[config.mk]
export PLATFORM = sky130hd
export DESIGN_NAME = tco_overhead
export DESIGN_NICKNAME = d
export VERILOG_FILES = /design/src/tco_pkg.sv /design/src/tco_overhead.sv
export VERILOG_INCLUDE_DIRS = /design/src
export SDC_FILE = /design/constraint.sdc
export NUM_CORES = 1
export LEC_CHECK = 0
export BUFFER_PORTS_ARGS = -buffer_cell sky130_fd_sc_hd__clkbuf_2
export CAP_MARGIN = 20
export CORE_MARGIN = 4
export CORE_UTILIZATION = 35
export CTS_BUF_LIST = sky130_fd_sc_hd__clkbuf_4 sky130_fd_sc_hd__clkbuf_8
export CTS_CLUSTER_SIZE = 10
export DETAILED_ROUTE_END_ITERATION = 10
export PLACE_DENSITY = 0.5
export SYNTH_ARGS = -nofsm -noshare
export SYNTH_HDL_FRONTEND = slang
export SYNTH_SLANG_ARGS = --single-unit
[constraint.sdc]
create_clock -name clk_i -period 6.9 [get_ports clk_i]
set_input_delay 1.035 -clock clk_i [delete_from_list [all_inputs] [get_ports clk_i]]
set_output_delay 1.035 -clock clk_i [all_outputs]
set_load 0.01 [all_outputs]
[src/tco_cfg.svh]
// Offsets, field positions, reset values and timing counts of the tandem overhead block
`ifndef TCO_CFG_SVH
`define TCO_CFG_SVH
`define TCO_FRAME_LEN     10'd537
`define TCO_EM_POS        10'd118
`define TCO_NR_POS        10'd298
`define TCO_MF_LEN        7'd76
`define TCO_FAS_LAST      7'd8
`define TCO_TRACE_LAST    7'd72
`define TCO_RDI_FRAME     7'd73
`define TCO_ODI_FRAME     7'd74
`define TCO_FAS_WORD      16'hfffe
`define TCO_IEC_SF        4'he
`define TCO_IEC_ZERO      4'h9
`define TCO_MF_TIME_US    9500
`define TCO_CLK_MHZ       25
`define TCO_REG_CTRL      8'h00
`define TCO_REG_IRQ_STAT  8'h04
`define TCO_REG_IRQ_MASK  8'h08
`define TCO_REG_SINK_STAT 8'h0c
`define TCO_REG_TRACE0    8'h10
`define TCO_REG_TRACE3    8'h1c
`define TCO_CTRL_RESET    32'h0000_0001
`define TCO_IRQ_ERR_BIT   0
`define TCO_IRQ_AIS_BIT   1
`define TCO_IRQ_VIOL_BIT  2
`endif

[src/tco_pkg.sv]
// Types of the tandem overhead block
package tco_pkg;
   typedef enum logic [2:0] {SLOT_FAS, SLOT_TRACE, SLOT_RDI, SLOT_ODI, SLOT_SPARE} tco_slot_t;
   typedef logic [7:0] tco_byte_t;
endpackage : tco_pkg

[src/tco_overhead.sv]
// Tandem connection overhead source and sink with Wishbone register slave
`timescale 1ns/1ns
`default_nettype none
`include "tco_cfg.svh"
module tco_overhead
   import tco_pkg::*;
#(
   parameter int MF_CYCLES = `TCO_MF_TIME_US * `TCO_CLK_MHZ
) (
   input  wire logic        clk_i,
   input  wire logic        rst_i,
   input  wire logic [7:0]  wb_adr_i,
   input  wire logic [31:0] wb_dat_i,
   output logic      [31:0] wb_dat_o,
   input  wire logic        wb_we_i,
   input  wire logic [3:0]  wb_sel_i,
   input  wire logic        wb_cyc_i,
   input  wire logic        wb_stb_i,
   output logic             wb_ack_o,
   output logic             irq_o,
   input  wire logic        link_clk_i,
   input  wire logic        src_fs_i,
   input  wire logic [7:0]  src_data_i,
   input  wire logic        snk_fs_i,
   input  wire logic [7:0]  snk_data_i,
   input  wire logic        remote_defect_request_i,
   input  wire logic        remote_error_request_i,
   input  wire logic        outgoing_defect_request_i,
   input  wire logic        outgoing_error_request_i,
   input  wire logic        incoming_signal_fail_i,
   output logic      [7:0]  src_data_o,
   output logic             src_fs_o,
   output logic             src_strobe_o,
   output logic             errored_tandem_block_o,
   output logic             incoming_alarm_flag_o,
   output logic      [3:0]  outgoing_error_count_o
);

   function automatic logic [3:0] popcnt(input logic [7:0] v);
      logic [3:0] n;
      n = 4'h0;
      for (int k = 0; k < 8; k++) begin
         n = n + {3'b000, v[k]};
      end
      return n;
   endfunction : popcnt

   function automatic tco_slot_t slot_of(input logic [6:0] f);
      if (f <= `TCO_FAS_LAST) begin
         return SLOT_FAS;
      end else if (f <= `TCO_TRACE_LAST) begin
         return SLOT_TRACE;
      end else if (f == `TCO_RDI_FRAME) begin
         return SLOT_RDI;
      end else if (f == `TCO_ODI_FRAME) begin
         return SLOT_ODI;
      end
      return SLOT_SPARE;
   endfunction : slot_of

   // Link synchronisers
   logic [2:0]  lclk_q;
   logic [1:0]  sfs_q;
   logic [1:0]  kfs_q;
   logic [7:0]  sd1_q, sd2_q, kd1_q, kd2_q;
   wire  logic  lstb = lclk_q[1] & ~lclk_q[2];
   always_ff @(posedge clk_i) begin
      lclk_q <= {lclk_q[1:0], link_clk_i};
      sfs_q  <= {sfs_q[0], src_fs_i};
      kfs_q  <= {kfs_q[0], snk_fs_i};
      sd1_q  <= src_data_i;
      sd2_q  <= sd1_q;
      kd1_q  <= snk_data_i;
      kd2_q  <= kd1_q;
   end

   // Registers
   logic [31:0]  ctrl_q;
   logic [2:0]   irq_stat_q, irq_mask_q;
   logic [127:0] trace_q;
   logic         ack_q;
   logic [31:0]  rdata;
   logic [15:0]  err_blk_cnt_q;
   logic [3:0]   snk_dec_q;
   wire  logic   wb_req  = wb_cyc_i & wb_stb_i & ~ack_q;
   wire  logic   wb_wr   = wb_req & wb_we_i;
   wire  logic   insert_en = ctrl_q[0];
   wire  logic [31:0] wmask = {{8{wb_sel_i[3]}}, {8{wb_sel_i[2]}}, {8{wb_sel_i[1]}}, {8{wb_sel_i[0]}}};
   wire  logic   hit_trace = (wb_adr_i >= `TCO_REG_TRACE0) && (wb_adr_i <= `TCO_REG_TRACE3) && (wb_adr_i[1:0] == 2'b00);
   wire  logic [1:0] trace_w = 2'd3 - wb_adr_i[3:2];
   logic [2:0]   irq_set;

   always_comb begin
      if (wb_adr_i == `TCO_REG_CTRL) begin
         rdata = ctrl_q;
      end else if (wb_adr_i == `TCO_REG_IRQ_STAT) begin
         rdata = {29'h0, irq_stat_q};
      end else if (wb_adr_i == `TCO_REG_IRQ_MASK) begin
         rdata = {29'h0, irq_mask_q};
      end else if (wb_adr_i == `TCO_REG_SINK_STAT) begin
         rdata = {err_blk_cnt_q, 7'h0, incoming_alarm_flag_o, snk_dec_q, outgoing_error_count_o};
      end else if (hit_trace) begin
         rdata = trace_q[32*trace_w +: 32];
      end else begin
         rdata = 32'h0;
      end
   end

   always_ff @(posedge clk_i) begin
      if (rst_i) begin
         ack_q    <= 1'b0;
         wb_dat_o <= 32'h0;
      end else begin
         ack_q    <= wb_req;
         wb_dat_o <= wb_req ? rdata : 32'h0;
      end
   end
   assign wb_ack_o = ack_q;

   always_ff @(posedge clk_i) begin
      if (rst_i) begin
         ctrl_q     <= `TCO_CTRL_RESET;
         irq_mask_q <= 3'h0;
         trace_q    <= 128'h0;
      end else if (wb_wr) begin
         if (wb_adr_i == `TCO_REG_CTRL) begin
            ctrl_q <= (ctrl_q & ~wmask) | (wb_dat_i & wmask);
         end else if (wb_adr_i == `TCO_REG_IRQ_MASK) begin
            irq_mask_q <= wb_sel_i[0] ? wb_dat_i[2:0] : irq_mask_q;
         end else if (hit_trace) begin
            trace_q[32*trace_w +: 32] <= (trace_q[32*trace_w +: 32] & ~wmask) | (wb_dat_i & wmask);
         end
      end
   end

   // Set wins over write-one clear
   wire logic irq_clr_wr = wb_wr && (wb_adr_i == `TCO_REG_IRQ_STAT) && wb_sel_i[0];
   wire logic [2:0] irq_clr = irq_clr_wr ? wb_dat_i[2:0] : 3'h0;
   always_ff @(posedge clk_i) begin
      if (rst_i) begin
         irq_stat_q <= 3'h0;
      end else begin
         irq_stat_q <= (irq_stat_q & ~irq_clr) | irq_set;
      end
   end
   assign irq_o = |(irq_stat_q & irq_mask_q);

   // Source side
   wire  logic [7:0] s_din   = sd2_q;
   wire  logic       s_fs    = sfs_q[1];
   logic [9:0]  s_idx_q;
   logic [6:0]  mf_q;
   logic [7:0]  s_acc_q, s_bip_q, comp_q;
   logic [7:0]  em_in_q, em_out_q, nr_in_q, nr_out_q;
   logic        rdi_q, odi_q, rei_q, oei_q;
   logic [3:0]  iec_q;
   wire  logic [9:0] s_idx   = s_fs ? 10'd0 : s_idx_q + 10'd1;
   wire  logic [6:0] mf_next = (mf_q == `TCO_MF_LEN) ? 7'd1 : mf_q + 7'd1;
   wire  logic [6:0] mf_cur  = s_fs ? mf_next : mf_q;
   wire  logic       at_em   = (s_idx == `TCO_EM_POS);
   wire  logic       at_nr   = (s_idx == `TCO_NR_POS);
   wire  logic [3:0] s_viol  = popcnt(s_din ^ s_bip_q);
   wire  logic [3:0] iec_new = incoming_signal_fail_i ? `TCO_IEC_SF :
                               (s_viol == 4'h0) ? `TCO_IEC_ZERO : s_viol;
   wire  logic [7:0] em_new  = insert_en ? (s_din ^ comp_q) : s_din;
   wire  logic [6:0] tr_bit  = 7'(2 * (mf_cur - 7'd9));
   logic [1:0]  mf_bits;
   always_comb begin
      case (slot_of(mf_cur))
         SLOT_FAS:   mf_bits = 2'(`TCO_FAS_WORD >> (5'd16 - 5'(2 * mf_cur)));
         SLOT_TRACE: mf_bits = {trace_q[7'd127 - tr_bit], trace_q[7'd126 - tr_bit]};
         SLOT_RDI:   mf_bits = {1'b0, rdi_q};
         SLOT_ODI:   mf_bits = {odi_q, 1'b0};
         default:    mf_bits = 2'b00;
      endcase
   end
   wire  logic [7:0] nr_new = insert_en ? {iec_q, rei_q, oei_q, mf_bits} : s_din;

   always_ff @(posedge clk_i) begin
      if (rst_i) begin
         s_idx_q <= `TCO_FRAME_LEN;
         mf_q    <= `TCO_MF_LEN;
         s_acc_q <= 8'h00;
         s_bip_q <= 8'h00;
         comp_q  <= 8'h00;
         {rdi_q, odi_q, rei_q, oei_q} <= 4'h0;
      end else if (lstb) begin
         s_idx_q <= s_idx;
         s_acc_q <= s_fs ? s_din : s_acc_q ^ s_din;
         if (s_fs) begin
            mf_q    <= mf_next;
            s_bip_q <= s_acc_q;
            comp_q  <= em_in_q ^ em_out_q ^ nr_in_q ^ nr_out_q;
            rdi_q   <= remote_defect_request_i;
            odi_q   <= outgoing_defect_request_i;
            rei_q   <= remote_error_request_i;
            oei_q   <= outgoing_error_request_i;
         end
      end
   end

   always_ff @(posedge clk_i) begin
      if (rst_i) begin
         {em_in_q, em_out_q, nr_in_q, nr_out_q} <= 32'h0;
         iec_q <= `TCO_IEC_ZERO;
      end else if (lstb && at_em) begin
         em_in_q  <= s_din;
         em_out_q <= em_new;
         iec_q    <= iec_new;
      end else if (lstb && at_nr) begin
         nr_in_q  <= s_din;
         nr_out_q <= nr_new;
      end
   end

   always_ff @(posedge clk_i) begin
      if (rst_i) begin
         src_data_o   <= 8'h00;
         src_fs_o     <= 1'b0;
         src_strobe_o <= 1'b0;
      end else begin
         src_strobe_o <= lstb;
         if (lstb) begin
            src_data_o <= at_em ? em_new : at_nr ? nr_new : s_din;
            src_fs_o   <= s_fs;
         end
      end
   end

   // Sink side
   wire  logic [7:0] k_din = kd2_q;
   wire  logic       k_fs  = kfs_q[1];
   logic [9:0]  k_idx_q;
   logic [7:0]  k_acc_q, k_bip_q;
   logic        k_err_q, k_ais_q;
   wire  logic [9:0] k_idx  = k_fs ? 10'd0 : k_idx_q + 10'd1;
   wire  logic [3:0] k_iec  = k_din[7:4];
   wire  logic [3:0] k_dec  = (k_iec >= 4'h1 && k_iec <= 4'h8) ? k_iec : 4'h0;
   wire  logic [3:0] k_diff = (outgoing_error_count_o > k_dec) ?
                              outgoing_error_count_o - k_dec : k_dec - outgoing_error_count_o;
   wire  logic       k_at_nr = lstb && (k_idx == `TCO_NR_POS);
   wire  logic       k_blk   = k_at_nr && (k_diff != 4'h0);
   wire  logic       k_ais   = (k_iec == `TCO_IEC_SF);

   always_ff @(posedge clk_i) begin
      if (rst_i) begin
         k_idx_q <= `TCO_FRAME_LEN;
         k_acc_q <= 8'h00;
         k_bip_q <= 8'h00;
         outgoing_error_count_o <= 4'h0;
      end else if (lstb) begin
         k_idx_q <= k_idx;
         k_acc_q <= k_fs ? k_din : k_acc_q ^ k_din;
         if (k_fs) begin
            k_bip_q <= k_acc_q;
         end
         if (k_idx == `TCO_EM_POS) begin
            outgoing_error_count_o <= popcnt(k_din ^ k_bip_q);
         end
      end
   end

   always_ff @(posedge clk_i) begin
      if (rst_i) begin
         errored_tandem_block_o <= 1'b0;
         incoming_alarm_flag_o  <= 1'b0;
         snk_dec_q              <= 4'h0;
         err_blk_cnt_q          <= 16'h0;
      end else begin
         errored_tandem_block_o <= k_blk;
         if (k_at_nr) begin
            incoming_alarm_flag_o <= k_ais;
            snk_dec_q             <= k_dec;
            err_blk_cnt_q         <= err_blk_cnt_q + {15'h0, k_blk};
         end
      end
   end

   assign irq_set = {lstb && at_em && (s_viol != 4'h0), k_at_nr && k_ais, k_blk};

   // Checks
   logic [31:0] rdi_wait_q;
   wire  logic  rdi_slot = lstb && at_nr && (mf_cur == `TCO_RDI_FRAME);
   always_ff @(posedge clk_i) begin
      if (rst_i || !remote_defect_request_i || !insert_en || rdi_slot) begin
         rdi_wait_q <= 32'h0;
      end else begin
         rdi_wait_q <= rdi_wait_q + 32'h1;
      end
   end
endmodule : tco_overhead
`default_nettype wire

Word level (Yosys, flattened, before mapping)
Index checks and enable logic that the tools add are counted.
Operators by class
  $add $sub $neg: 26
  multiply operators: 0
  divide/modulo/power cells: 0
  magnitude comparators: 9
  equal/unequal tests: 14
  shift operators: 4
  muxes and demuxes: 35
  bitwise logic cells: 28
  reductions and logical operators: 26
Operator list (number)
  $mux W32: 5
  $bwmux W128: 1
  $shift A32 B34 Y128 const A: 1
  $shiftx A128 B8 Y32: 1
  $shiftx A32 B34 Y128: 1
  $and A32 B32 Y32: 3
  $or A32 B32 Y32: 2
  $xor A8 B8 Y8: 8
  $mux W8: 6
  $neg A7 Y34: 1
  $add A4 B1 Y4: 8
  $not A32 Y32: 1
  $eq A7 B7 Y1 const B: 3
  $add A10 B1 Y10 const B: 2
  $eq A10 B7 Y1 const B: 2
  $eq A10 B9 Y1 const B: 2
  $mux W10: 2
  $mux W3: 6
  $add A16 B1 Y16: 1
  $eq A8 B4 Y1 const B: 2
  $lt A7 B8 Y1 const B: 2
  $mux W4: 4
  $shr A16 B5 Y2 const A: 1
  $bmux W1 S7: 2
  38 further kinds: 75
Storage, ports and cells
  flip-flop bits (word level): 381
  latch bits: 0
  bits in writable memories: 0
  ROM bits: 0
  input bits: 73
  output and inout port bits: 50
  logic and storage cells: 180
  memories: 0

Logic depth before layout (Yosys ltp)
Gate-level depths: netlist of run 1.
  word-level depth: 14
  gate-level depth with buffers: 18
  depth with buffers taken out: 17

Least setup slack after synthesis of run 1
No wires, ideal clock.
  path kind: register to register
  start: reg mf_q[0]
  end: reg nr_out_q[0]
  setup time: 0.132 ns
  arrival: 3.779 ns
  required time: 6.768 ns
  slack: 2.989 ns
  cell stages (with the launch flop): 18
  buffers on the path: 4
  clock period less this slack: 3.911 ns
  path through: dfxtp_1 inv_1 ha_1 nand3b_1 o21ai_2 buf_2 inv_1 ha_1 clkbuf_1 buf_1 clkbuf_1 o21ai_0 a311o_1 o211ai_1 nand3_1 and4_1 o31ai_1 a21oi_1
On the way
  word-level cells in the longest chain between the ends: 12
  elaborated cells on any way between the ends: 28
  those cells by class: 4 x add/sub; 2 x order compare; 6 x eq/ne; 1 x shift; 14 x mux; 1 x reduce/logical
RTL lines
  from (decl): RTL line tco_overhead.sv:152  | logic [6:0] mf_q;
  from (signal assigned): RTL line tco_overhead.sv:182  | mf_q <= `TCO_MF_LEN;
  from (signal assigned): RTL line tco_overhead.sv:191  | mf_q <= mf_next;
  $add A7 B1 Y7 or $eq A7 B7 Y1 (tied branches)
  $mux W7: RTL line tco_overhead.sv:158  | wire logic [6:0] mf_next = (mf_q == `TCO_MF_LEN) ? 7'd1 : mf_q + 7'd1;
  $mux W7 (*)
  branches (longest 7 deep; another with $sub A7 B7 Y7)
  $pmux W2 S4 (*): RTL line tco_overhead.sv:169  | case (slot_of(mf_cur))
  $mux W8 (*): RTL line tco_overhead.sv:177  | wire logic [7:0] nr_new = insert_en ? {iec_q, rei_q, oei_q, mf_bits} : s_din;
  to (signal assigned): RTL line tco_overhead.sv:212  | nr_out_q <= nr_new;
  to (decl): RTL line tco_overhead.sv:154  | logic [7:0] em_in_q, em_out_q, nr_in_q, nr_out_q;
Every way passes the cells marked *. The select of a mux whose other input is x is not followed.
A chain may end at the register's enable or synchronous reset.

Final worst setup path of run 1
  start: reg mf_q[2]
  end: reg src_data_o[1]
On the way
  word-level cells in the longest chain between the ends: 14
  elaborated cells on any way between the ends: 30
  those cells by class: 4 x add/sub; 2 x order compare; 6 x eq/ne; 1 x shift; 16 x mux; 1 x reduce/logical
RTL lines
  $add A7 B1 Y7 or $eq A7 B7 Y1 (tied branches)
  $mux W7: RTL line tco_overhead.sv:158
  $mux W7 (*)
  branches (longest 7 deep; another with $sub A7 B7 Y7)
  $pmux W2 S4 (*): RTL line tco_overhead.sv:169
  $mux W8 (*): RTL line tco_overhead.sv:177
  $mux W8 (*) (2 in a row): RTL line tco_overhead.sv:224  | src_data_o <= at_em ? em_new : at_nr ? nr_new : s_din;
  to (signal assigned): RTL line tco_overhead.sv:224
  to (decl): RTL line tco_overhead.sv:31  | output logic [7:0] src_data_o,
Marks and branches as above.

==> results of run 1 <==
critical path, cell delays in order, from the launching register on:
cell and delay, ps:
sky130_fd_sc_hd__dfxtp_1 570, sky130_fd_sc_hd__and4b_1 540, sky130_fd_sc_hd__nand2_1 170, sky130_fd_sc_hd__a31oi_1 400
sky130_fd_sc_hd__ha_1 190, sky130_fd_sc_hd__buf_4 460, sky130_fd_sc_hd__inv_1 420, sky130_fd_sc_hd__mux4_2 450
sky130_fd_sc_hd__a21oi_1 70, sky130_fd_sc_hd__a311o_1 360, sky130_fd_sc_hd__a41o_1 240, sky130_fd_sc_hd__nor4_1 370
sky130_fd_sc_hd__o21ai_1 230, sky130_fd_sc_hd__a21oi_1 170
sequential cells by signal (all words and copies together) (netlist names), 7 cells and up, named ones only:
register / cells
comp_q: 8
em_in_q: 8
em_out_q: 8
err_blk_cnt_q: 16
k_acc_q: 8
k_bip_q: 8
k_din: 8
k_idx_q: 10
kd1_q: 8
mf_q: 7
nr_in_q: 8
nr_out_q: 8
s_acc_q: 8
s_bip_q: 8
s_din: 8
s_idx_q: 10
sd1_q: 8
src_data_o: 8
trace_q: 128
wb_dat_o: 32
report_power, final:
| group | internal [mW] | leakage, nW | switching, mW | total, mW |
|---|---|---|---|---|
| registers | 2.23 | 3.09 | 0.0353 | 2.27 |
| clock network | 1.29 | 0.779 | 0.992 | 2.29 |
| logic | 0.182 | 3.82 | 0.323 | 0.505 |
| total | 3.71 | 7.69 | 1.35 | 5.06 |
how the worst max path moves through the flow:
| stage | from | end | slack [ps] | depth (start not counted) |
|---|---|---|---|---|
| 6_report | mf_q[2]$_SDFFE_PP1P_ | src_data_o[1]$_SDFFE_PP0P_ | 2170 | 13 |
| 3_5_place_dp | mf_q[0]$_SDFFE_PP0P_ | src_data_o[1]$_SDFFE_PP0P_ | 2220 | 16 |
| 2_1_floorplan | mf_q[0]$_SDFFE_PP0P_ | nr_out_q[0]$_SDFFE_PP0P_ | 2990 | 17 |
| 4_1_cts | mf_q[0]$_SDFFE_PP0P_ | src_data_o[1]$_SDFFE_PP0P_ | 2210 | 16 |
| 3_3_place_gp | mf_q[0]$_SDFFE_PP0P_ | src_data_o[1]$_SDFFE_PP0P_ | 2330 | 16 |
| 5_1_grt | mf_q[0]$_SDFFE_PP0P_ | nr_out_q[0]$_SDFFE_PP0P_ | 1910 | 17 |
cells by family after synthesis:
kind of cell	count (synthesis)	synth area share (%)
simple gates	714	16.8
compound gates	572	20.4
flops	381	40.3
buf+inv	223	4.85
mux	147	11.1
xor+xnor	84	3.97
fa+ha+maj	34	2.57
cell usage in the layout, fill, tap and decap left out, types with 16 or more instances in the layout:
| master | n |
|---|---|
| sky130_fd_sc_hd__clkbuf_4 | 20 |
| sky130_fd_sc_hd__xor2_1 | 43 |
| sky130_fd_sc_hd__buf_4 | 26 |
| sky130_fd_sc_hd__dfxtp_1 | 379 |
| sky130_fd_sc_hd__xnor2_1 | 39 |
| sky130_fd_sc_hd__mux2_2 | 53 |
| sky130_fd_sc_hd__nand3_1 | 67 |
| sky130_fd_sc_hd__nor2_1 | 262 |
| sky130_fd_sc_hd__mux4_2 | 45 |
| sky130_fd_sc_hd__clkbuf_8 | 88 |
| sky130_fd_sc_hd__a21oi_1 | 159 |
| sky130_fd_sc_hd__mux2i_1 | 49 |
| sky130_fd_sc_hd__inv_1 | 42 |
| sky130_fd_sc_hd__nand2b_1 | 16 |
| sky130_fd_sc_hd__clkbuf_2 | 121 |
| sky130_fd_sc_hd__o221ai_1 | 18 |
| sky130_fd_sc_hd__a211oi_1 | 31 |
| sky130_fd_sc_hd__o21ai_0 | 77 |
| sky130_fd_sc_hd__nand2_1 | 245 |
| sky130_fd_sc_hd__a22oi_1 | 180 |
| sky130_fd_sc_hd__nor3_1 | 19 |
| sky130_fd_sc_hd__ha_1 | 26 |
per-stage QoR:
stage                     hold slack, ps  cell area (sq um)  power, mW
after floorplan                      310              18900       2.66
after global placement               310              19900       2.81
after CTS                            307              21400       5.14
after detailed placement             312              19900       2.82
final                                311              21400       5.06
after global routing                 321              21400       5.29
cell type report:
type,instances,area share [%]
multi-input combinational,1551,48.7
sequential,381,35.6
tap,688,4.02
timing repair buffer,150,4.06
inverter,42,0.736
clock inverter,11,0.491
clock buffer,108,6.35
synthesized netlist by cell type, types with 26 or more instances:
library cell | number | area [sq um]
sky130_fd_sc_hd__a211oi_1 | 31 | 233
sky130_fd_sc_hd__mux2_2 | 53 | 597
sky130_fd_sc_hd__inv_1 | 42 | 158
sky130_fd_sc_hd__xnor2_1 | 39 | 342
sky130_fd_sc_hd__a21oi_1 | 159 | 796
sky130_fd_sc_hd__xor2_1 | 43 | 377
sky130_fd_sc_hd__mux4_2 | 45 | 1010
sky130_fd_sc_hd__o21ai_0 | 77 | 385
sky130_fd_sc_hd__mux2i_1 | 49 | 490
sky130_fd_sc_hd__nor2_1 | 264 | 991
sky130_fd_sc_hd__a22oi_1 | 180 | 1350
sky130_fd_sc_hd__dfxtp_1 | 381 | 7630
sky130_fd_sc_hd__nand2_1 | 248 | 931
sky130_fd_sc_hd__ha_1 | 26 | 325
sky130_fd_sc_hd__clkbuf_1 | 125 | 469
sky130_fd_sc_hd__buf_2 | 38 | 190
sky130_fd_sc_hd__nand3_1 | 67 | 335
per-layer routing:
layer  share of wire, %  wire length (microns)
met1                 44                  27200
met2                 47                  28700
met3                5.7                   3470
met4                2.9                   1770
met5                  0                      0
==> summary by stage, run 1 <==
Synthesis
Sequential cells were found to cover 40.3% of the synthesized design area. In the synthesized netlist, the number of instances is approximately 2200. The dominant register cell in the synthesized netlist is sky130_fd_sc_hd__dfxtp_1. The number of synthesized register bits is about 380. The distinct cell type count of the synthesized netlist is 84.

The share of flip-flops with an asynchronous set or reset is 0%. Averaged over all synthesized cells, the footprint is approximately 8.8 sq um. The post-synthesis net count is around 2300.

The cell area after technology mapping is 18900 sq um. Yosys printed 0 warnings. Yosys mapped a number of flops with a built-in enable equal to 0.

STA
The final worst setup slack is 2170 ps. The transition time at the pin with the least slew margin is 1060 ps. Setup violations remaining at the end of the flow were counted as 0. The final setup TNS is 0 ps.

The final critical path takes up 68.5% of the cycle. Clock skew on the completed layout was measured at around 28 ps. The final count of pins violating max slew was 0. Setup repair after global routing left no endpoint under its margin. The final number of hold-violating endpoints came to 0. Based on the critical path, the design can be clocked at up to between 200 and 250 MHz.

Headroom to the max-slew limit came out at ~29%. Counting I/O delays and the setup requirement, the final critical path takes around 4700 ps.

Global routing
The busiest layer in global routing is met2. For met2 alone, demand over resource in global routing was between 30% and 40%. The pin count of the biggest net entering global routing is between 100 and 150. The via count of the first global-routing pass is between 15000 and 20000. The first global-routing pass estimated 94300 microns of wire. For this run, the total global-route usage over all layers was measured as approximately a fifth.

The initial antenna violation count is 0. For this run, global-route usage on met1 was measured as between 20% and 30%. The met3 track demand over resource is ~3.9%. For this run the aggregate overflow at the end of global routing stands at 0.

Placed design
The worst slack at placement is between 2000 and 2500 ps. The half-perimeter wire length after placement is slightly above 40000 microns. The placer congestion estimate is around 0.9. The cell total after placement is approximately 2800.

The port buffer count is about 120.

Min path
The worst hold path begins at sd1_q[1]$_DFF_P_. The path with the worst hold slack has its endpoint at s_din[1]$_DFF_P_. The cell count of the worst hold path is 0. The worst hold path belongs to the class register to register.

Cells and area
The area taken by flip-flops and latches is 7630 sq um. The fraction of layout instances using a drive strength above 1 is approximately 18%. The fraction of the core area covered by cells at the end of the flow is between 40% and 50%. The area growth from synthesis to layout is 13.2%. The number of antenna cells inserted is 0. The fill cell instance count of the final layout is 5347.

Once layout is complete, the cells apart from fillers number 2931. The area of the multi-input gates is approximately 10000 sq um. In the final design database the tool counted 2304 nets.

Clocking
Clock-pin slew was measured on the worst setup and hold paths at roughly 60 ps. The clock passes through at most 3 buffers. In this run the post-CTS setup repair buffer count came out at 0. The number of sinks driven by the clock tree is 381. In this run the clock root is driven by a sky130_fd_sc_hd__clkbuf_8. The clock reaches the later pin of the worst-skew pair after about 660 ps. CTS built an H-tree with a depth of 3.

The total clock buffers created by CTS is 71. After clock tree synthesis, the flow added hold-fix buffers numbering 0. In this run, post-CTS repair resized a total of 0 instances. The CTS tree is done.

Drt
The sum of routed wire length over all layers is about 61000 microns. In this run the remaining antenna-violating nets after routing total 0. For this run, the detailed router's first-pass iteration total came to 7. After detailed routing, the average wire length per cell comes to roughly 21 microns. The first-iteration detailed-routing DRC count is ~1300. After detailed routing, the number of vias per cell comes to 5.65. The remaining routing DRC violations is 0. The routed layout has about 17000 vias.

Run status
The run finished with clean final reports.

Power
The worst vdd rail ir drop is 0.139 mV. The leakage power of the design is 7.69 nW. In this run the power density over the cells is 236 nW/um^2.

Setup path
STA classifies the critical path endpoint as a register. The internal reg-to-reg setup slack is around 2200 ps. Counting cells, the worst reg-to-reg path comes to 13. The endpoint identified for the worst register-to-register timing path is src_data_o[1]$_SDFFE_PP0P_.

In this run the critical register-to-register path is launched from mf_q[2]$_SDFFE_PP1P_. The type of the setup path with the least slack is register to register. The startpoint type of the worst setup path is a register.

The data required time at the worst endpoint is between 7000 and 8000 ps. Along the worst path, the maximum fanout reaches between 40 and 50. STA puts the critical path data arrival time at ~5300 ps.

Floorplanning
The placeable core region is ~53000 sq um. The number of cell rows is 84. For this design the top-level I/O count stands at 123.

The y dimension of the die is 241 microns. The die footprint is ~58000 sq um. In this run the horizontal extent of the chip is between 200 and 250 microns. The effective utilization at floorplan is a little over a third.

Flow run
Max-cap violations in this run came to 0.
(Power assumes the default switching activity.)
==> inputs of run 2 (changes only) <==
--- a/config.mk
+++ b/config.mk
@@ -6,6 +6,7 @@
 export SDC_FILE = /design/constraint.sdc
 export NUM_CORES = 1
 export LEC_CHECK = 0
+export ABC_AREA = 1
 export BUFFER_PORTS_ARGS = -buffer_cell sky130_fd_sc_hd__clkbuf_2
 export CAP_MARGIN = 20
 export CORE_MARGIN = 4
==> constraint.sdc (replaced) <==
create_clock -name clk_i -period 4.9 [get_ports clk_i]
set_input_delay 0.735 -clock clk_i [delete_from_list [all_inputs] [get_ports clk_i]]
set_output_delay 0.735 -clock clk_i [all_outputs]
set_load 0.01 [all_outputs]
==> summary by stage, run 2 <==
Clocking
The cell sitting at the root of the clock tree is a sky130_fd_sc_hd__clkbuf_8. The worst-case clock buffer depth is 3 (unchanged). The clock-pin slew of the registers on the worst-case setup and hold paths is 60 ps (about the same). The post-CTS setup buffer count is 0 (unchanged). The number of sinks driven by the clock tree is 381 (unchanged). The number of gates given a new drive strength after cts came to 0 (unchanged). The number of hold buffers added after cts was 0 (unchanged). The clock latency on the worst-skew pair is 670 ps (about the same). The H-tree depth is 3 (unchanged). TritonCTS built the clock tree.

The total clock buffers created by CTS is 70 (-1.4%).

STA
The ratio of final minimum period to clock period is 75.6% (+7.1 points). The worst max-slew margin expressed relative to the limit came to 33.5% (+4.5 points). The setup skew after layout is 38.8 ps (+11.0 ps). The final period demand of the worst path was 3710 ps (-1020 ps).

The setup violation total in the final timing report is 0 (unchanged). The achievable frequency was 270 MHz (+28%). The transition time at the pin with the least slew margin was 997 ps (-60.2 ps).

Setup repair after global routing left no endpoint under its margin. The final worst setup slack is 1190 ps (-979 ps). The final count of pins violating max slew is 0 (unchanged).

The final number of hold-violating endpoints is 0 (unchanged). The final setup TNS is 0 ps (unchanged). The worst hold margin is 181 ps (-131 ps).

Flow run
The number of maximum-capacitance violations is 0 (unchanged).

Setup path
The cell count of the worst reg-to-reg path is 21 (+8). The critical path goes through inv_1, nor2_1, ha_1, inv_1, o21bai_1, a21oi_1, nor2_1, o32ai_1, nand2_1, o21ai_0, xor2_1, nor3_1, nor2_1, ha_1, inv_1, nor2_1, nand2_1, nor4_1, xor2_1, nand2_1, a21oi_1. By startpoint and endpoint, the worst setup path is classified as register to register. The slowest stage cell on the critical path is sky130_fd_sc_hd__dfxtp_1.

The worst flop-to-flop path startpoint is k_din[5]$_DFF_P_. The data arrival time at the worst-slack endpoint is 4280 ps (-1030 ps). The most numerous cell type found on the critical path is sky130_fd_sc_hd__nor2_1. The startpoint type of the worst setup path is a register. In this run the critical register-to-register path is captured at err_blk_cnt_q[15]$_SDFFE_PP0P_.

The type of element capturing the critical path is a register. The longest individual stage delay on the worst path is 390 ps (-180 ps). The internal reg-to-reg setup slack is 1190 ps (-980 ps). The largest driver fanout on the critical path is 5 (-88%). The data required time at the worst endpoint is 5480 ps (-2000 ps).

Drt
The total via count after detailed routing is 18400 (+11%). The remaining routing DRC violations is 0 (unchanged). The wire length per cell after detailed routing is 19.1 microns (-8.4%). The sum of routed wire length over all layers is 65800 microns (+7.6%). The mean number of vias per cell is 5.34 (-5.5%). The number of iterations in the first detailed-routing pass is 5 (-2).

The first-iteration detailed-routing DRC count is 1359 (+3.0%). The number of antenna-violating nets in the routed design is 0 (unchanged).

Synthesis
The number of warnings reported in the yosys synthesis log was 0 (unchanged). The mean area per synthesized cell is 7.13 sq um (-19%). The number of synthesized flops with an enable pin is 0 (unchanged).

The post-synthesis net count was 2732 (+21%). The number of synthesized register bits is 381 (unchanged). Of all cell types, the one taking the most synthesized area is sky130_fd_sc_hd__dfxtp_1. The share of flip-flops with an asynchronous set or reset is 0% (unchanged). The proportion of synthesized chip area in sequential cells is 40.7% (+0.43 points). Among all flip-flop cells after synthesis, the most frequent one is sky130_fd_sc_hd__dfxtp_1. The gate count of the mapped netlist is 2625 (+22%). By area the synthesized netlist is led by sky130_fd_sc_hd__dfxtp_1, sky130_fd_sc_hd__nand2_1, sky130_fd_sc_hd__nand3_1.

The cell area after technology mapping is 18700 sq um (-1.0%). The share of the synthesized area in the top cell type is 40.7% (+0.43 points). The distinct cell type count of the synthesized netlist is 55 (-35%).

By count the netlist is led by sky130_fd_sc_hd__nand2_1, sky130_fd_sc_hd__dfxtp_1, sky130_fd_sc_hd__nor2_1, sky130_fd_sc_hd__inv_1, sky130_fd_sc_hd__nand3_1. Yosys instantiated no cell more often than sky130_fd_sc_hd__nand2_1.

Global routing
The total grt overflow is 0 (unchanged). The total global-route track usage was 22.5% (+1.8 points). The pin count of the biggest net entering global routing is 81 (-38%).

The global-route wire length before repair came to 102000 microns (+8.2%). The initial antenna violation count came to 1 (+1). The via count of the first global-routing pass is 17700 (+11%).

Placed design
The half-perimeter wire length after placement came to 44000 microns (+8.3%). The worst slack at placement is 1200 ps (-1020 ps). The port buffer count is 122 (unchanged). The placer congestion estimate is 0.916 (+4.3%).

Floorplanning
The y dimension of the die is 239 microns (-0.51%). The number of cell rows is 84 (unchanged). The die footprint was 57300 sq um (-1.0%).

The effective utilization at floorplan is 35.5% (-0.16 points). The top-level port count is 123 (unchanged). The placeable core region is 52800 sq um (-0.59%). The die boundary width is 239 microns (-0.51%).

Cells and area
Relative to the synthesized area, the layout overhead comes to 14.5%. The fraction of layout instances using a drive strength above 1 is 12.0% (-6.3 points). The number of flip-flops in the largest register is 128 (unchanged).

The register bank with the most flops is trace_q. The most frequent standard cell in the layout excluding fill and tap cells is sky130_fd_sc_hd__nand2_1. The number of nets at the end of the flow is 2805 (+22%). In the final layout, the registers with the most flip-flops are trace_q (128), wb_dat_o (32), err_blk_cnt_q (16). The library cells used most frequently in the layout, excluding fill and tap cells, are sky130_fd_sc_hd__nand2_1, sky130_fd_sc_hd__dfxtp_1, sky130_fd_sc_hd__nor2_1.

Min path
The launch point of the worst hold path is snk_data_i[6]. The path class of the tightest hold or removal check is primary input to register. The cell count of the worst hold path was 1 (+1). The path with the worst hold slack has its endpoint at kd1_q[6]$_DFF_P_.

Power
The internal portion of total power came to 5.34 mW (+44%). The clock share of power is 44.0% (-1.2 points). The worst vdd rail ir drop is 0.196 mV (+41%).

The share of total power in sequential cells was 42.6% (-2.2 points). The share of total power consumed by net switching is 28.7% (+2.0 points). The power per unit of standard cell area came to 350 nW/um^2 (+48%). The overall power of the completed layout came to 7.50 mW (+48%).

The leakage power of the design is 8.57 nW (+11%). The combinational share of power was 13.4% (+3.4 points). The total net switching power was 2.16 mW (+60%).

Run status
The flow ran to the end, and the final reports show no timing, DRC or antenna violations.
run 2: cell count changes after synthesis, moves of 30 or more:
| cell | change |
|---|---|
| sky130_fd_sc_hd__inv_1 | +179 |
| sky130_fd_sc_hd__nand3_1 | +144 |
| sky130_fd_sc_hd__mux2_2 | -52 |
| sky130_fd_sc_hd__a21oi_1 | +51 |
| sky130_fd_sc_hd__a22oi_1 | -85 |
| sky130_fd_sc_hd__mux2i_1 | -49 |
| sky130_fd_sc_hd__mux4_2 | -45 |
| sky130_fd_sc_hd__nor3_1 | +30 |
| sky130_fd_sc_hd__o21ai_0 | +95 |
| sky130_fd_sc_hd__nand2_1 | +298 |
run 2: layout make-up:
cell class                      instances  area (sq um)
Timing Repair Buffer                  163           960
Sequential cell                       381          7630
Multi-Input combinational cell       1853          9600
Tap cell                              688           861
Antenna cell                            1          2.50
Inverter                              229           860
Fill cell                            5619         31300
Clock inverter                         10          77.6
Clock buffer                          118          1460
run 2: layer usage:
layer / global-route usage, % / vias up / share of wire, %
met4: 6.26 / 0 / 2.3
li1: - / 8932 / -
met1: 30.0 / 8754 / 45
met2: 37.4 / 576 / 47
met5: 0 / - / 0
met3: 4.08 / 108 / 5.8
run 2: worst max-delay path, delay by kind of cell, from the launching register on:
kind | cells | cell delay, ps
and+or+nand+nor | 9 | 1330
adders and majority gates | 2 | 610
buffers and inverters | 3 | 230
AOI/OAI and AO/OA | 5 | 720
DFF | 1 | 390
xor gates and xnor gates | 2 | 340
run 2: cells by family after synthesis:
| group | after synthesis | share of synthesized area, % |
|---|---|---|
| AO/OA/AOI/OAI | 584 | 18.5 |
| XOR/XNOR | 64 | 3.03 |
| adder cells (fa/ha/maj) | 34 | 2.59 |
| buffers and inverters | 391 | 8.19 |
| flip-flops | 381 | 40.7 |
| multiplexers | 1 | 0.0601 |
| AND/OR/NAND/NOR | 1170 | 26.9 |
run 2: stage by stage:
step,cells,util (%),instance area [sq um]
final,3443,40.6,21400
after global routing,3443,40.6,21400
after CTS,3440,40.6,21400
after detailed placement,3312,37.7,19900
after global placement,3312,37.7,19900
after floorplan,2625,-,18700
run 2: how the worst max path moves through the flow:
| stage | start | end | cells past startpoint |
|---|---|---|---|
| after CTS | s_din[0]$_DFF_P_ | iec_q[0]$_SDFFE_PP1P_ | 11 |
| final | k_din[5]$_DFF_P_ | err_blk_cnt_q[15]$_SDFFE_PP0P_ | 21 |
| after floorplan | s_din[0]$_DFF_P_ | iec_q[0]$_SDFFE_PP1P_ | 12 |
| after global placement | s_din[1]$_DFF_P_ | iec_q[0]$_SDFFE_PP1P_ | 11 |
| after global routing | k_din[5]$_DFF_P_ | err_blk_cnt_q[15]$_SDFFE_PP0P_ | 21 |
| after detailed placement | s_din[0]$_DFF_P_ | iec_q[0]$_SDFFE_PP1P_ | 11 |
run 2: power groups by stage:
stage | Combinational [mW] | Clock, mW | Sequential [mW]
after floorplan | 0.718 | 0 | 3.25
after global placement | 0.980 | 0 | 3.26
after detailed placement | 1.00 | 0 | 3.26
after CTS | 1.01 | 3.38 | 3.19
after global routing | 1.13 | 3.52 | 3.20
final | 1.01 | 3.30 | 3.19
==> inputs of run 3 (changes only) <==
--- a/config.mk
+++ b/config.mk
@@ -6,7 +6,7 @@
 export SDC_FILE = /design/constraint.sdc
 export NUM_CORES = 1
 export LEC_CHECK = 0
-export ABC_AREA = 1
+export ABC_AREA = 0
 export BUFFER_PORTS_ARGS = -buffer_cell sky130_fd_sc_hd__clkbuf_2
 export CAP_MARGIN = 20
 export CORE_MARGIN = 4
@@ -14,7 +14,7 @@
 export CTS_BUF_LIST = sky130_fd_sc_hd__clkbuf_4 sky130_fd_sc_hd__clkbuf_8
 export CTS_CLUSTER_SIZE = 10
 export DETAILED_ROUTE_END_ITERATION = 10
-export PLACE_DENSITY = 0.5
+export PLACE_DENSITY = 0.52
 export SYNTH_ARGS = -nofsm -noshare
 export SYNTH_HDL_FRONTEND = slang
 export SYNTH_SLANG_ARGS = --single-unit
==> constraint.sdc (replaced) <==
create_clock -name clk_i -period 3 [get_ports clk_i]
set_input_delay 0.45 -clock clk_i [delete_from_list [all_inputs] [get_ports clk_i]]
set_output_delay 0.45 -clock clk_i [all_outputs]
set_load 0.01 [all_outputs]
==> summary by stage, run 3 (synthesis results as in run 1) <==
Floorplanning
The effective utilization at floorplan is 35.7% (+0.16 points). The number of cell rows is 84 (unchanged). The die boundary width is 241 microns (+0.51%).

The placeable core region came to 53100 sq um (+0.60%). The die footprint is 57900 sq um (+1.0%). The y dimension of the die is 241 microns (+0.51%).

The top-level port count is 123 (unchanged).

Cells and area
The fill cell instance count of the final layout was 5161 (-8.2%). The final design area excluding fillers is 23700 sq um (+11%). The number of antenna cells inserted is 0 (-1).

The most frequent standard cell in the layout excluding fill and tap cells is sky130_fd_sc_hd__dfxtp_1. The final cell count without fillers is 3130 (-9.1%). The number of flip-flops in the largest register is 128 (unchanged). The area growth from synthesis to layout is 25.4%.

The largest registers in the layout are trace_q (128), wb_dat_o (32), err_blk_cnt_q (16). In the layout the commonest cells are sky130_fd_sc_hd__dfxtp_1, sky130_fd_sc_hd__nor2_1, sky130_fd_sc_hd__nand2_1. The number of nets at the end of the flow is 2501 (-11%).

The fraction of layout instances using a drive strength above 1 is 27.6% (+16 points). The register bank with the most flops is trace_q.

Global routing
The global-route wire length before repair is 98300 microns (-3.6%). The total grt overflow is 0 (unchanged). The met1 usage was 29.0% (-1.0 points). The initial antenna violation count came to 0 (-1). The total global-route track usage was 21.5% (-0.94 points). The pin count of the biggest net entering global routing is 190 (+130%). The global-route met2 utilization is 35.2% (-2.2 points). After global routing, the most crowded layer is met2.

The met3 track demand over resource came to 4.17% (+0.095 points). The via count of the first global-routing pass is 16700 (-5.7%).

Min path
The launch point of the worst hold path is wb_dat_i[7]. The cell count of the worst hold path is 3 (+2). The class of the tightest hold or removal check is primary input to register.

Clocking
The worst-case clock buffer depth is 3 (unchanged). Clock tree synthesis selected as its root buffer the cell sky130_fd_sc_hd__clkbuf_8. The H-tree depth is 3 (unchanged).

The total clock buffers created by CTS was 72 (+2.9%). TritonCTS built the clock tree. The clock-pin slew of the registers on the worst-case setup and hold paths was 60 ps (about the same). The number of sinks driven by the clock tree is 381 (unchanged). The clock latency on the worst-skew pair came to 680 ps (about the same).

Power
The leakage power of the design is 8.77 nW (+2.4%). The overall power of the completed layout is 12.2 mW (+63%). The power per unit of standard cell area is 516 nW/um^2 (+47%). The worst vdd rail ir drop is 0.320 mV (+63%).

STA
The final worst setup slack came to -408 ps (-1600 ps). The setup skew after layout is 25.6 ps (-13.2 ps). The transition time at the pin with the least slew margin is 887 ps (-110 ps). The final period demand of the worst path was 3410 ps (-298 ps). The achievable frequency is 293 MHz (+8.8%). The final number of hold-violating endpoints is 0 (unchanged). The final count of pins violating max slew is 0 (unchanged). The setup violation total in the final timing report is 25 (+25). Setup repair after global routing could not meet its margin everywhere. The worst max-slew margin expressed relative to the limit is 40.8% (+7.3 points). The ratio of final minimum period to clock period was 114% (+38 points).

Run status
The checks that failed: setup timing. The run finished, with violations left.

Setup path
The data arrival time at the worst-slack endpoint came to 3920 ps (-360 ps). The internal reg-to-reg setup slack was -410 ps (-1600 ps). The worst flop-to-flop path startpoint is k_din[7]$_DFF_P_. The largest driver fanout on the critical path came to 7 (+2). The data required time at the worst endpoint is 3510 ps (-1970 ps). The cell count of the worst reg-to-reg path is 18 (-14%).

The worst setup path is captured at a register. The destination of the worst register-to-register timing path is err_blk_cnt_q[11]$_SDFFE_PP0P_. STA classifies the critical path startpoint as a register. The type of the setup path with the least slack is register to register.

Drt
The mean number of vias per cell is 5.55 (+4.0%). The number of antenna-violating nets in the routed design was 0 (unchanged). The total via count after detailed routing is 17400 (-5.5%). The sum of routed wire length over all layers is 63500 microns (-3.5%). The number of iterations in the first detailed-routing pass is 7 (+2). The first-iteration detailed-routing DRC count is 1293 (-4.9%). The wire length per cell after detailed routing came to 20.3 microns (+6.1%). The remaining routing DRC violations is 0 (unchanged).

Flow run
The number of maximum-capacitance violations is 0 (unchanged).

Placed design
The cell total after placement is 2960 (-11%). The placer congestion estimate came to 0.917 (+0.12%). The half-perimeter wire length after placement is 43500 microns (-1.1%).

The port buffer count is 122 (unchanged). The total placed instance area is 21400 sq um (+7.4%).
run 3: power by group:
group          internal [mW]  switching, mW
clock network           3.03           2.37
logic                  0.731          0.909
registers               5.13         0.0551
run 3: what timing repair did:
item / 4_1_cts / 5_1_grt
buffers inserted: 10 / 8
hold buffers: 30 / 0
pin swaps: 20 / 20
hold endpoints to repair: 30 / 0
resized for setup: 60 / 40
setup endpoints to repair: 27 / 27
run 3: worst max-delay path by stage:
stage                                                end               startpoint  slack, ps
after floorplan                 irq_stat_q[2]$_SDFF_PP0_         s_din[3]$_DFF_P_       -310
after global placement        src_data_o[1]$_SDFFE_PP0P_     mf_q[0]$_SDFFE_PP0P_       -370
after detailed placement        irq_stat_q[2]$_SDFF_PP0_  s_bip_q[3]$_SDFFE_PP0P_       -380
after CTS                          iec_q[0]$_SDFFE_PP1P_  s_bip_q[3]$_SDFFE_PP0P_       -370
after global routing      err_blk_cnt_q[15]$_SDFFE_PP0P_         k_din[7]$_DFF_P_       -570
final                     err_blk_cnt_q[11]$_SDFFE_PP0P_         k_din[7]$_DFF_P_       -410
run 3: critical path, stage by stage, from the launching register on:
cell and delay, ps:
sky130_fd_sc_hd__dfxtp_4 360, sky130_fd_sc_hd__nand2b_4 160, sky130_fd_sc_hd__inv_4 60, sky130_fd_sc_hd__ha_4 190, sky130_fd_sc_hd__nor2b_4 120, sky130_fd_sc_hd__o21ai_2 130, sky130_fd_sc_hd__a21oi_2 80, sky130_fd_sc_hd__o22ai_2 270
sky130_fd_sc_hd__mux2_4 350, sky130_fd_sc_hd__a21oi_4 140, sky130_fd_sc_hd__mux2i_2 250, sky130_fd_sc_hd__o21a_1 170, sky130_fd_sc_hd__o21a_2 200, sky130_fd_sc_hd__ha_4 140, sky130_fd_sc_hd__and4_1 200, sky130_fd_sc_hd__buf_6 150
sky130_fd_sc_hd__nand3_4 70, sky130_fd_sc_hd__xor2_1 150, sky130_fd_sc_hd__nor2_1 60
run 3: area by class of cell:
| class | count | area, sq um | area share, % |
|---|---|---|---|
| multi-input combinational | 1551 | 10900 | 46.1 |
| timing repair buffer | 346 | 2620 | 11.0 |
| clock buffer | 107 | 1340 | 5.65 |
| clock inverter | 15 | 154 | 0.648 |
| inverter | 42 | 170 | 0.717 |
| tap | 688 | 861 | 3.63 |
| sequential | 381 | 7650 | 32.2 |
run 3: per-stage QoR:
stage               worst slack (ps)  hold slack, ps  setup TNS (ps)  utilization, %
CTS                             -370            1.34           -5390            44.2
floorplan                       -314             310           -1670               -
detailed placement              -378             312           -6410            40.2
global route                    -567            3.02          -10230            44.7
global placement                -374             311           -4900            40.2
finish                          -408            51.4           -6700            44.7
run 3: per-layer routing:
metal	share of wire, %	vias to the layer above
met3	5.3	121
met5	0	-
met1	45	8497
met4	2.8	0
li1	-	8243
met2	47	507
